[config.mk]
export PLATFORM = sky130hd
export DESIGN_NAME = tmu_timing_unit
export DESIGN_NICKNAME = d
export VERILOG_FILES = /design/src/verilog/tmu_pkg.sv /design/src/verilog/tmu_timing_unit.sv
export SDC_FILE = /design/constraint.sdc
export NUM_CORES = 1
export LEC_CHECK = 0
export BUFFER_PORTS_ARGS = -buffer_cell sky130_fd_sc_hd__buf_2
export CAP_MARGIN = 5
export CORE_MARGIN = 1
export CORE_UTILIZATION = 43
export DETAILED_ROUTE_END_ITERATION = 10
export MAX_ROUTING_LAYER = met4
export PLACE_DENSITY = 0.62
export SLEW_MARGIN = 0
export SYNTH_ARGS = -nofsm -noshare
export SYNTH_HDL_FRONTEND = slang
export SYNTH_SLANG_ARGS = --single-unit
[constraint.sdc]
create_clock -name mclk_in -period 2.4 [get_ports mclk_in]
set_input_delay 0.48 -clock mclk_in [delete_from_list [all_inputs] [get_ports mclk_in]]
set_output_delay 0.48 -clock mclk_in [all_outputs]
set_load 0.02 [all_outputs]
[src/verilog/tmu_pkg.sv]
// Package of the timing unit: register map, field layout, reset values,
// counter limits and the packed state record of the timing unit.
// Assumes an APB master with 32-bit data and word-aligned register indices.
package tmu_pkg;

    localparam int unsigned TMU_ADDR_W = 12;

    // Register indices; the byte address is four times the index
    localparam logic [7:0] IDX_IRQ_ENABLE   = 8'h02;
    localparam logic [7:0] IDX_T1_RELOAD_LO = 8'h03;
    localparam logic [7:0] IDX_T1_RELOAD_HI = 8'h04;
    localparam logic [7:0] IDX_T2_RELOAD_LO = 8'h05;
    localparam logic [7:0] IDX_T2_RELOAD_HI = 8'h06;
    localparam logic [7:0] IDX_MODE_CTRL    = 8'h09;
    localparam logic [7:0] IDX_POWER_TB     = 8'h0a;
    localparam logic [7:0] IDX_COUNT_VIEW   = 8'h0b;

    localparam logic [TMU_ADDR_W-1:0] ADDR_IRQ_ENABLE   = {2'h0, IDX_IRQ_ENABLE, 2'h0};
    localparam logic [TMU_ADDR_W-1:0] ADDR_T1_RELOAD_LO = {2'h0, IDX_T1_RELOAD_LO, 2'h0};
    localparam logic [TMU_ADDR_W-1:0] ADDR_T1_RELOAD_HI = {2'h0, IDX_T1_RELOAD_HI, 2'h0};
    localparam logic [TMU_ADDR_W-1:0] ADDR_T2_RELOAD_LO = {2'h0, IDX_T2_RELOAD_LO, 2'h0};
    localparam logic [TMU_ADDR_W-1:0] ADDR_T2_RELOAD_HI = {2'h0, IDX_T2_RELOAD_HI, 2'h0};
    localparam logic [TMU_ADDR_W-1:0] ADDR_MODE_CTRL    = {2'h0, IDX_MODE_CTRL, 2'h0};
    localparam logic [TMU_ADDR_W-1:0] ADDR_POWER_TB     = {2'h0, IDX_POWER_TB, 2'h0};
    localparam logic [TMU_ADDR_W-1:0] ADDR_COUNT_VIEW   = {2'h0, IDX_COUNT_VIEW, 2'h0};

    // Field positions
    localparam int unsigned BIT_TIMER2_IRQ  = 1;
    localparam int unsigned BIT_TIMER1_IRQ  = 2;
    localparam int unsigned BIT_TIMER1_RUN  = 2;
    localparam int unsigned BIT_TIMER2_RUN  = 3;
    localparam int unsigned BIT_TB_ENABLE   = 4;
    localparam int unsigned TB_RATE_LSB     = 0;
    localparam int unsigned TB_RATE_W       = 4;

    // Writable masks; other bits read as zero
    localparam logic [7:0] IRQ_ENABLE_MASK  = 8'h06;
    localparam logic [7:0] MODE_CTRL_MASK   = 8'h0c;
    localparam logic [7:0] POWER_TB_MASK    = 8'h1f;

    // Values after reset, and the count at which a timer underflows
    localparam logic [7:0]  IRQ_ENABLE_RESET = 8'h00;
    localparam logic [7:0]  MODE_CTRL_RESET  = 8'h00;
    localparam logic [7:0]  POWER_TB_RESET   = 8'h00;
    localparam logic [15:0] RELOAD_RESET     = 16'h0000;
    localparam logic [15:0] COUNT_RESET      = 16'h0000;
    localparam logic [15:0] COUNT_UNDERFLOW  = 16'h0000;

    // Watchdog fires after this many uncleared timer1 clocks
    localparam logic [15:0] WATCHDOG_LIMIT   = 16'h8000;
    localparam logic [15:0] WATCHDOG_LAST    = WATCHDOG_LIMIT - 16'h0001;

    // Timer2 drops every third system tick, giving the system rate over 1.5
    localparam logic [1:0]  T2_PHASE_DROP    = 2'h2;

    typedef struct packed {
        logic [7:0]  irq_enable;
        logic [7:0]  mode_ctrl;
        logic [7:0]  power_tb;
        logic [15:0] reload1;
        logic [15:0] reload2;
        logic [15:0] count1;
        logic [15:0] count2;
        logic [1:0]  t2_phase;
        logic [15:0] tb_count;
        logic [15:0] wd_count;
        logic        pready;
        logic        pslverr;
        logic [31:0] prdata;
        logic        timer1_irq;
        logic        timer2_irq;
        logic        tick_irq;
        logic        wd_reset;
    } tmu_state_t;

endpackage

[src/verilog/tmu_timing_unit.sv]
// Timing unit: two 16-bit auto-reload down counters, a periodic tick
// unit and a watchdog, programmed over APB with one wait state.
// Assumes slow, fast and system rates arrive as one-cycle enable pulses
// synchronous to mclk_in, and that the core decodes the watchdog clear.
`timescale 1ns/100ps

// Summary of operation
// - Timer1 is a 16-bit down counter with two write-only reload bytes.
// - While enabled, timer1 decrements by one per selected clock pulse.
// - Stepping from 0000h to FFFFh raises that timer's interrupt request.
// - On underflow timer1 reloads from its reload bytes and keeps counting.
// - Reload value N gives N+1 counter pulses between underflows.
// - Reset clears counters; first count after enable underflows and reloads.
// - Timer1 counts slow clock, or fast clock in fast-only operation.
// - Interrupt enable bit 2 gates timer1 interrupt, reset value zero.
// - Mode control bit 2 enables timer1, reset value zero.
// - Timer2 is like timer1 but counts the system clock over 1.5.
// - On underflow timer2 reloads from its own write-only reload bytes.
// - Interrupt enable bit 1 gates timer2 interrupt, reset value zero.
// - Mode control bit 3 enables timer2, reset value zero.
// - Tick unit divides slow clock by power of two from rate field.
// - Power control bit 4 enables the tick unit, reset value zero.
// - Rate code c divides slow clock by two to the power c+1.
// - Watchdog acts only when the build option enables it.
// - Watchdog counts timer1 clock, resets system after 32768 uncleared clocks.
// - Watchdog runs in normal, slow and idle; stops in sleep.
module tmu_timing_unit
    import tmu_pkg::*;
#(
    parameter bit WATCHDOG_BUILD_OPTION = 1'b1
)
(
    input  wire logic                  mclk_in,
    input  wire logic                  srst_in,
    input  wire logic                  psel_in,
    input  wire logic                  penable_in,
    input  wire logic                  pwrite_in,
    input  wire logic [TMU_ADDR_W-1:0] paddr_in,
    input  wire logic [31:0]           pwdata_in,
    output logic                       pready_out,
    output logic                       pslverr_out,
    output logic [31:0]                prdata_out,
    input  wire logic                  slow_clock_tick_in,
    input  wire logic                  fast_clock_tick_in,
    input  wire logic                  system_clock_tick_in,
    input  wire logic                  fast_only_mode_in,
    input  wire logic                  sleep_mode_in,
    input  wire logic                  watchdog_clear_instruction_in,
    output logic                       timer1_irq_out,
    output logic                       timer2_irq_out,
    output logic                       tick_irq_out,
    output logic                       watchdog_reset_out
);

    tmu_state_t state;
    tmu_state_t next_state;

    logic                  bus_access;
    logic                  bus_commit;
    logic                  addr_mapped;
    logic [7:0]            read_byte;
    logic [31:0]           read_word;
    logic                  timer1_clock;
    logic                  timer2_clock;
    logic                  slow_active;
    logic                  timer1_run;
    logic                  timer2_run;
    logic                  tb_enable;
    logic [TB_RATE_W-1:0]  tb_rate;
    logic [15:0]           tb_mask;
    logic                  tb_expire;
    logic                  t1_underflow;
    logic                  t2_underflow;
    logic                  wd_expire;

    always_comb
    begin
        next_state   = state;
        bus_access   = psel_in && penable_in;
        bus_commit   = bus_access && state.pready;
        timer1_run   = state.mode_ctrl[BIT_TIMER1_RUN];
        timer2_run   = state.mode_ctrl[BIT_TIMER2_RUN];
        tb_enable    = state.power_tb[BIT_TB_ENABLE];
        tb_rate      = state.power_tb[TB_RATE_LSB +: TB_RATE_W];

        // Register read path; write-only bytes read back as zero
        addr_mapped  = 1'b1;
        read_byte    = 8'h00;
        read_word    = 32'h0000_0000;
        case (paddr_in)
            ADDR_IRQ_ENABLE:
            begin
                read_byte = state.irq_enable;
            end
            ADDR_MODE_CTRL:
            begin
                read_byte = state.mode_ctrl;
            end
            ADDR_POWER_TB:
            begin
                read_byte = state.power_tb;
            end
            ADDR_T1_RELOAD_LO, ADDR_T1_RELOAD_HI, ADDR_T2_RELOAD_LO, ADDR_T2_RELOAD_HI:
            begin
                read_byte = 8'h00;
            end
            ADDR_COUNT_VIEW:
            begin
                read_byte = 8'h00;
            end
            default:
            begin
                addr_mapped = 1'b0;
            end
        endcase
        if (paddr_in == ADDR_COUNT_VIEW)
        begin
            read_word = {state.count2, state.count1};
        end
        else
        begin
            read_word = {24'h00_0000, read_byte};
        end

        // One wait state so that the answer comes from flip-flops
        next_state.pready  = bus_access && !state.pready;
        next_state.pslverr = bus_access && !state.pready && !addr_mapped;
        if (bus_access && !state.pready)
        begin
            next_state.prdata = pwrite_in ? 32'h0000_0000 : read_word;
        end

        if (bus_commit && pwrite_in)
        begin
            case (paddr_in)
                ADDR_IRQ_ENABLE:
                begin
                    next_state.irq_enable = pwdata_in[7:0] & IRQ_ENABLE_MASK;
                end
                ADDR_MODE_CTRL:
                begin
                    next_state.mode_ctrl = pwdata_in[7:0] & MODE_CTRL_MASK;
                end
                ADDR_POWER_TB:
                begin
                    next_state.power_tb = pwdata_in[7:0] & POWER_TB_MASK;
                end
                ADDR_T1_RELOAD_LO:
                begin
                    next_state.reload1[7:0] = pwdata_in[7:0];
                end
                ADDR_T1_RELOAD_HI:
                begin
                    next_state.reload1[15:8] = pwdata_in[7:0];
                end
                ADDR_T2_RELOAD_LO:
                begin
                    next_state.reload2[7:0] = pwdata_in[7:0];
                end
                ADDR_T2_RELOAD_HI:
                begin
                    next_state.reload2[15:8] = pwdata_in[7:0];
                end
                default:
                begin
                    next_state.reload1 = state.reload1;
                end
            endcase
        end

        // Sleep stops the slow and fast sources, so everything on them halts
        slow_active  = !sleep_mode_in;
        timer1_clock = slow_active
                       && (fast_only_mode_in ? fast_clock_tick_in : slow_clock_tick_in);

        // Drop one pulse in three to divide the system rate by 1.5
        timer2_clock = 1'b0;
        if (system_clock_tick_in)
        begin
            timer2_clock = (state.t2_phase != T2_PHASE_DROP);
            if (state.t2_phase == T2_PHASE_DROP)
            begin
                next_state.t2_phase = 2'h0;
            end
            else
            begin
                next_state.t2_phase = state.t2_phase + 2'h1;
            end
        end

        // Timer1: a zero count steps to FFFFh, which is taken as reload at once
        t1_underflow = timer1_clock && timer1_run && (state.count1 == COUNT_UNDERFLOW);
        if (timer1_clock && timer1_run)
        begin
            if (t1_underflow)
            begin
                next_state.count1 = state.reload1;
            end
            else
            begin
                next_state.count1 = state.count1 - 16'h0001;
            end
        end
        // A stopped timer keeps its count
        else
        begin
            next_state.count1 = state.count1;
        end

        t2_underflow = timer2_clock && timer2_run && (state.count2 == COUNT_UNDERFLOW);
        if (timer2_clock && timer2_run)
        begin
            if (t2_underflow)
            begin
                next_state.count2 = state.reload2;
            end
            else
            begin
                next_state.count2 = state.count2 - 16'h0001;
            end
        end
        else
        begin
            next_state.count2 = state.count2;
        end

        // Tick unit: expiry when the low c+1 bits of the prescaler are all ones
        tb_mask   = 16'((17'h0_0001 << ({1'b0, tb_rate} + 5'h01)) - 17'h0_0001);
        tb_expire = tb_enable && slow_active && slow_clock_tick_in
                    && ((state.tb_count & tb_mask) == tb_mask);
        if (!tb_enable)
        begin
            next_state.tb_count = 16'h0000;
        end
        else if (slow_active && slow_clock_tick_in)
        begin
            next_state.tb_count = state.tb_count + 16'h0001;
        end

        // Watchdog shares the timer1 clock; the clear instruction wins over a tick
        wd_expire = WATCHDOG_BUILD_OPTION && timer1_clock
                    && !watchdog_clear_instruction_in
                    && (state.wd_count == WATCHDOG_LAST);
        if (!WATCHDOG_BUILD_OPTION || watchdog_clear_instruction_in || wd_expire)
        begin
            next_state.wd_count = 16'h0000;
        end
        else if (timer1_clock)
        begin
            next_state.wd_count = state.wd_count + 16'h0001;
        end

        // Interrupt requests are single-cycle pulses
        next_state.timer1_irq = t1_underflow && state.irq_enable[BIT_TIMER1_IRQ];
        next_state.timer2_irq = t2_underflow && state.irq_enable[BIT_TIMER2_IRQ];
        next_state.tick_irq   = tb_expire;
        next_state.wd_reset   = wd_expire;
    end

    always_ff @(posedge mclk_in)
    begin
        if (srst_in)
        begin
            state            <= '0;
            state.irq_enable <= IRQ_ENABLE_RESET;
            state.mode_ctrl  <= MODE_CTRL_RESET;
            state.power_tb   <= POWER_TB_RESET;
            state.reload1    <= RELOAD_RESET;
            state.reload2    <= RELOAD_RESET;
            state.count1     <= COUNT_RESET;
            state.count2     <= COUNT_RESET;
        end
        else
        begin
            state <= next_state;
        end
    end

    assign pready_out         = state.pready;
    assign pslverr_out        = state.pslverr;
    assign prdata_out         = state.prdata;
    assign timer1_irq_out     = state.timer1_irq;
    assign timer2_irq_out     = state.timer2_irq;
    assign tick_irq_out       = state.tick_irq;
    assign watchdog_reset_out = state.wd_reset;

endmodule

Word-level counts from Yosys, hierarchy flattened

Cells that the tools add are included.
Widths: inputs -> output; s select.

Bits in registers: 145
Bits of input ports: 55
Word-level logic and storage cells: 85
Latch bits: 0
Bits in read-only memories: 0
Memories: 0
RAM bits: 0

Add/subtract/negate cells: 7
Multiply operators: 0
Divide/modulo/power cells: 0
Magnitude comparators: 0
Bitwise logic cells: 2
Equal/unequal tests: 12
Mux-type cells: 9
Shifts and indexed selects: 1
Reduce and logical (&&, ||, !) cells: 35

Operators by type and width:

| operator              | number |
|---|---|
| $mux 32               | 2 |
| $sub 16x1->16 const B | 3 |
| $eq 12x5->1 const B   | 3 |
| $eq 12x6->1 const B   | 3 |
| $add 16x1->16 const B | 2 |
| $logic_not 16->1      | 2 |
| $mux 16               | 2 |
| $eq 12x4->1 const B   | 2 |
| $logic_and 1x1->1     | 18 |
| $and 16x16->16        | 1 |
| $eq 16x15->1 const B  | 1 |
| $eq 16x16->1          | 1 |
| $shl 1x5->16 const A  | 1 |
| $pmux 5 s3            | 1 |
| $reduce_and 2->1      | 7 |
| $reduce_or 8->1       | 1 |
| $add 4x1->5 const B   | 1 |
| $logic_not 1->1       | 4 |
| $reduce_or 2->1       | 2 |
| $mux 1                | 3 |
| $add 2x1->2 const B   | 1 |
| $eq 2x2->1 const B    | 1 |
| $mux 2                | 1 |
| $ne 2x2->1 const B    | 1 |
| 2 further kinds       | 2 |

Logic depth before layout (Yosys ltp)

Depth after elaboration: 6
Gate-level depth with buffers: 10
Gate-level depth less buffers: 8

Least setup slack after synthesis

OpenSTA, ideal clock, no wires.

Path type: input to register
Start: in paddr_in[1]
End: reg state[127] in the netlist's numbering
Setup slack: 0.109 ns
Required time: 2.272 ns
Stages on the path: 7
Arrival: 2.164 ns
Cell sequence: or4_1 > buf_2 > nor4b_4 > nor3b_1 > buf_4 > mux2i_1 > nor2_1

Cells in the longest elaborated chain, start to end: 2

RTL lines:

| element                           | RTL line               | text |
|---|---|---|
| start, declared                   | tmu_timing_unit.sv:38  | `input wire logic [TMU_ADDR_W-1:0] paddr_in,` |
| $eq 12x4->1                       | tmu_timing_unit.sv:135 | `case (paddr_in)` |
| $reduce_and 2->1 (no source line) | --                     |  |
| end signal, assigned              | tmu_timing_unit.sv:275 | `state <= next_state;` |
| end, declared                     | tmu_timing_unit.sv:55  | `tmu_state_t state;` |

No other way between the ends.
A chain may end at the register's enable or synchronous reset.

Worst setup path after layout

Start: reg state[72] in the netlist's numbering
End: reg state[78] in the netlist's numbering

Cells in the longest elaborated chain, start to end: 3
Elaborated cells between the ends (all ways): 4
Classes of those cells: 1 x add/sub; 1 x mux; 2 x reduce/logical

RTL lines:

| element                                               | RTL line               | text |
|---|---|---|
| branches (longest 2 deep; another with $sub 16x1->16) | --                     |  |
| $mux 16 *                                             | tmu_timing_unit.sv:213 | `if (t2_underflow)` |

Mark *: on every way between the ends.

==> flow_summary_export.csv <==
group,metric,value,unit
critical_path,arrival,2.64,ns
sta,period_needed,2.30,ns
critical_path,ff2ff_path_depth,6,
placed_design,numPortBuffers,68,
sta,worstMarginPinSlew,0.667,ns
layout,nets,896,
sta,slew_violations,0,
floorplanning,row_count,45,
sta,finClkSkew,0.00678,ns
layout,syn_to_final_growth,16.7,%
yosys,synth.area.mux_share,7.69,%
yosys,synth_most_common_cell,"dfxtp_1",
global_route,grtUsageMet2,30.6,%
clocking,cts-resized-gates,0,
sta,worst_slew_margin_rel,55.3,%
routing,vias,5802,
sta,min_period_over_period,95.8,%
global_route,grt_pass1_wl,26.6,mm
yosys,synth.largest_area_cell,"dfxtp_1",
placed_design,dp_hpwl,11.6,mm
flow_run,drv_cap,0,
layout,final_layout_size_suffix_gt1_share,19.2,%
yosys,yosys.area_share.simple,24.3,%
yosys,ys_seq_elements,145,
critical_path,start_kind,"flop",
critical_path,reg2reg_from,"state[72]",
critical_path,r2r_end,"state[78]",
floorplanning,die_w,128,um
routing,antenna_left,0,
yosys,syn_area,6840,um^2
routing,drt-pass1-iter-count,5,
sta,timing.final.ws_setup,0.0999,ns
critical_path,cp-startpoint,"state[72]",
clocking,clock_latency,0.42,ns
sta,setup_violations,0,
yosys,netlist_top_cells_area,"dfxtp_1 42%, nor2_1 7.2%, mux2i_1 7.0%",
floorplanning,design.core.area,15400,um^2
floorplanning,die-area,16400,um^2
critical_path,crit_end,"state[78]",
yosys,synth_top_family_by_area,"simple AND/OR/NAND/NOR gates",
critical_path,worstSetupEndpointType,"flop",
min_path,hold_class,"primary input to flop",
routing,drc_errors,0,
global_route,track_usage,21.4,%
sta,hold_viol_final,0,
critical_path,crit_path_max_fanout,7,
yosys,synth_edf_count,0,
status,outcome,"finished, final reports clean",
layout,n_antenna_cell,0,
yosys,syn_inst,786,
clocking,clk_pin_slew,0.06,ns
clocking,cts_sinks,145,
sta,rsz0062_at_grt,"false",
yosys,ys_seq_area_share,42.5,%
floorplanning,fp.dieH,128,um
placed_design,gp_congestion,0.872,
yosys,synth_compound_area_share,13.3,%
clocking,cts.root.buffer_cell,"clkbuf_16",
clocking,cts_hold_buffers,0,
yosys,yosys_warnings,0,
yosys,synth_fa_ha_area_share,1.06,%
yosys,netlist.area_leader.share,42.5,%
routing,drt_wl_total,16.4,mm
routing,drt-wirelength-per-cell,15.5,um
clocking,cts_tree,"done",
floorplanning,num_io_pins,93,
global_route,antenna_found_initial,0,
global_route,grtUsageMet3,4.47,%
global_route,grt_max_degree,61,
power_and_ir_drop,leakage,3.18,nW
clocking,h-tree-depth,4,
clocking,ctsLongestPathBuffers,2,
yosys,synth_xor_area_share,3.97,%
clocking,cts_setup_buffers,0,
power_and_ir_drop,power_density,676,nW/um^2
critical_path,path_class,"flop to flop",
clocking,cts_buffers,17,
routing,vias_per_cell,5.47,
yosys,synthTopCellsByCount,"145 x dfxtp_1, 132 x nor2_1, 48 x mux2i_1",
global_route,grt.busiest_layer,"met2",
placed_design,dp_slack,-0.0732,ns
sta,hold_ws,0.288,ns
yosys,synth_top_flop_cell,"dfxtp_1",
critical_path,crit_required,2.74,ns
global_route,grt_overflow,0,
floorplanning,initial_core_util,44.5,%
yosys,synth.distinct_cells,67,
global_route,grt.met1_usage,29.6,%
yosys,async_reset_ff_share,0,%
critical_path,r2r_setup_slack,0.1,ns
sta,fmax,0.435,GHz
routing,drt_iter0_markers,504,
yosys,avgSynthCellArea,8.70,um^2
power_and_ir_drop,total_power,5.39,mW
power_and_ir_drop,ir_worst_vdd,0.000525,V
yosys,synth_nets,846,
global_route,grt_pass1_vias,5207,
==> how the worst min path moves through the flow <==
stage	from	to	slack [ns]	cells past startpoint
after floorplan	prdata_out[2]	prdata_out[2]	0.43	2
after global placement	prdata_out[3]	prdata_out[3]	0.45	2
after detailed placement	prdata_out[3]	prdata_out[3]	0.45	2
after CTS	watchdog_clear_instruction_in	watchdog_reset_out	0.28	2
after global routing	watchdog_clear_instruction_in	state[53]	0.29	2
final	watchdog_clear_instruction_in	state[50]	0.29	2
==> layout by cell type, fill, tap and decap left out, drive strengths merged, types with 22 or more instances in the layout <==
master  instances
mux2i          48
nor2          132
nand2          41
buf           107
inv            22
a22oi          33
nor3           27
a21oi          31
dfxtp         145
==> layer usage <==
metal	vias up	part of all wire (%)
met4	0	1.5
met3	20	4.4
met1	2772	51
met5	-	0
li1	2862	-
met2	148	43
==> metrics by stage <==
stage          cells  instance area [um^2]  setup TNS [ns]  util (%)
2_1_floorplan    786                  6840               0         -
3_3_place_gp    1028                  7330          -0.362      47.7
3_5_place_dp    1028                  7330          -0.528      47.7
4_1_cts         1060                  7970               0      51.9
5_1_grt         1060                  7980               0      51.9
6_report        1060                  7980               0      51.9
==> where the power goes <==
group	leakage [nW]	switching, mW	internal, mW	total (mW)
registers	1.17	0.00374	2.41	2.41
logic	1.72	0.107	0.0438	0.151
clock network	0.299	1.03	1.80	2.83
total	3.18	1.14	4.25	5.39
==> flip-flops by register name (all words and copies together), names as in the netlist <==
register and count:
prdata_out 32, pready_out 1, pslverr_out 1, state 107, tick_irq_out 1, timer1_irq_out 1
timer2_irq_out 1, watchdog_reset_out 1
==> kinds of logic (layout without fill, tap and decap cells) <==
logic type | count (synthesis) | count (layout)
buffers and inverters | 97 | 160
other | 1 | 1
XOR/XNOR | 31 | 31
adder cells (fa/ha/maj) | 6 | 6
AO/OA/AOI/OAI | 135 | 135
AND/OR/NAND/NOR | 319 | 319
multiplexers | 52 | 52
flip-flops | 145 | 145
==> critical path: stages (launching register included) <==
cell	delay, ns
dfxtp_1	0.31
inv_1	0.08
ha_1	0.17
or4b_4	0.50
or3_1	0.53
or4_1	0.52
a21oi_1	0.13
==> final cells by class <==
class	count	area (um^2)
Clock buffer	20	457
Clock inverter	12	181
Fill cell	1416	7390
Inverter	21	78.8
Multi-Input combinational cell	544	3450
Sequential cell	145	2900
Tap cell	211	264
Timing Repair Buffer	107	648
No activity file was read; power rests on OpenSTA's default activity.
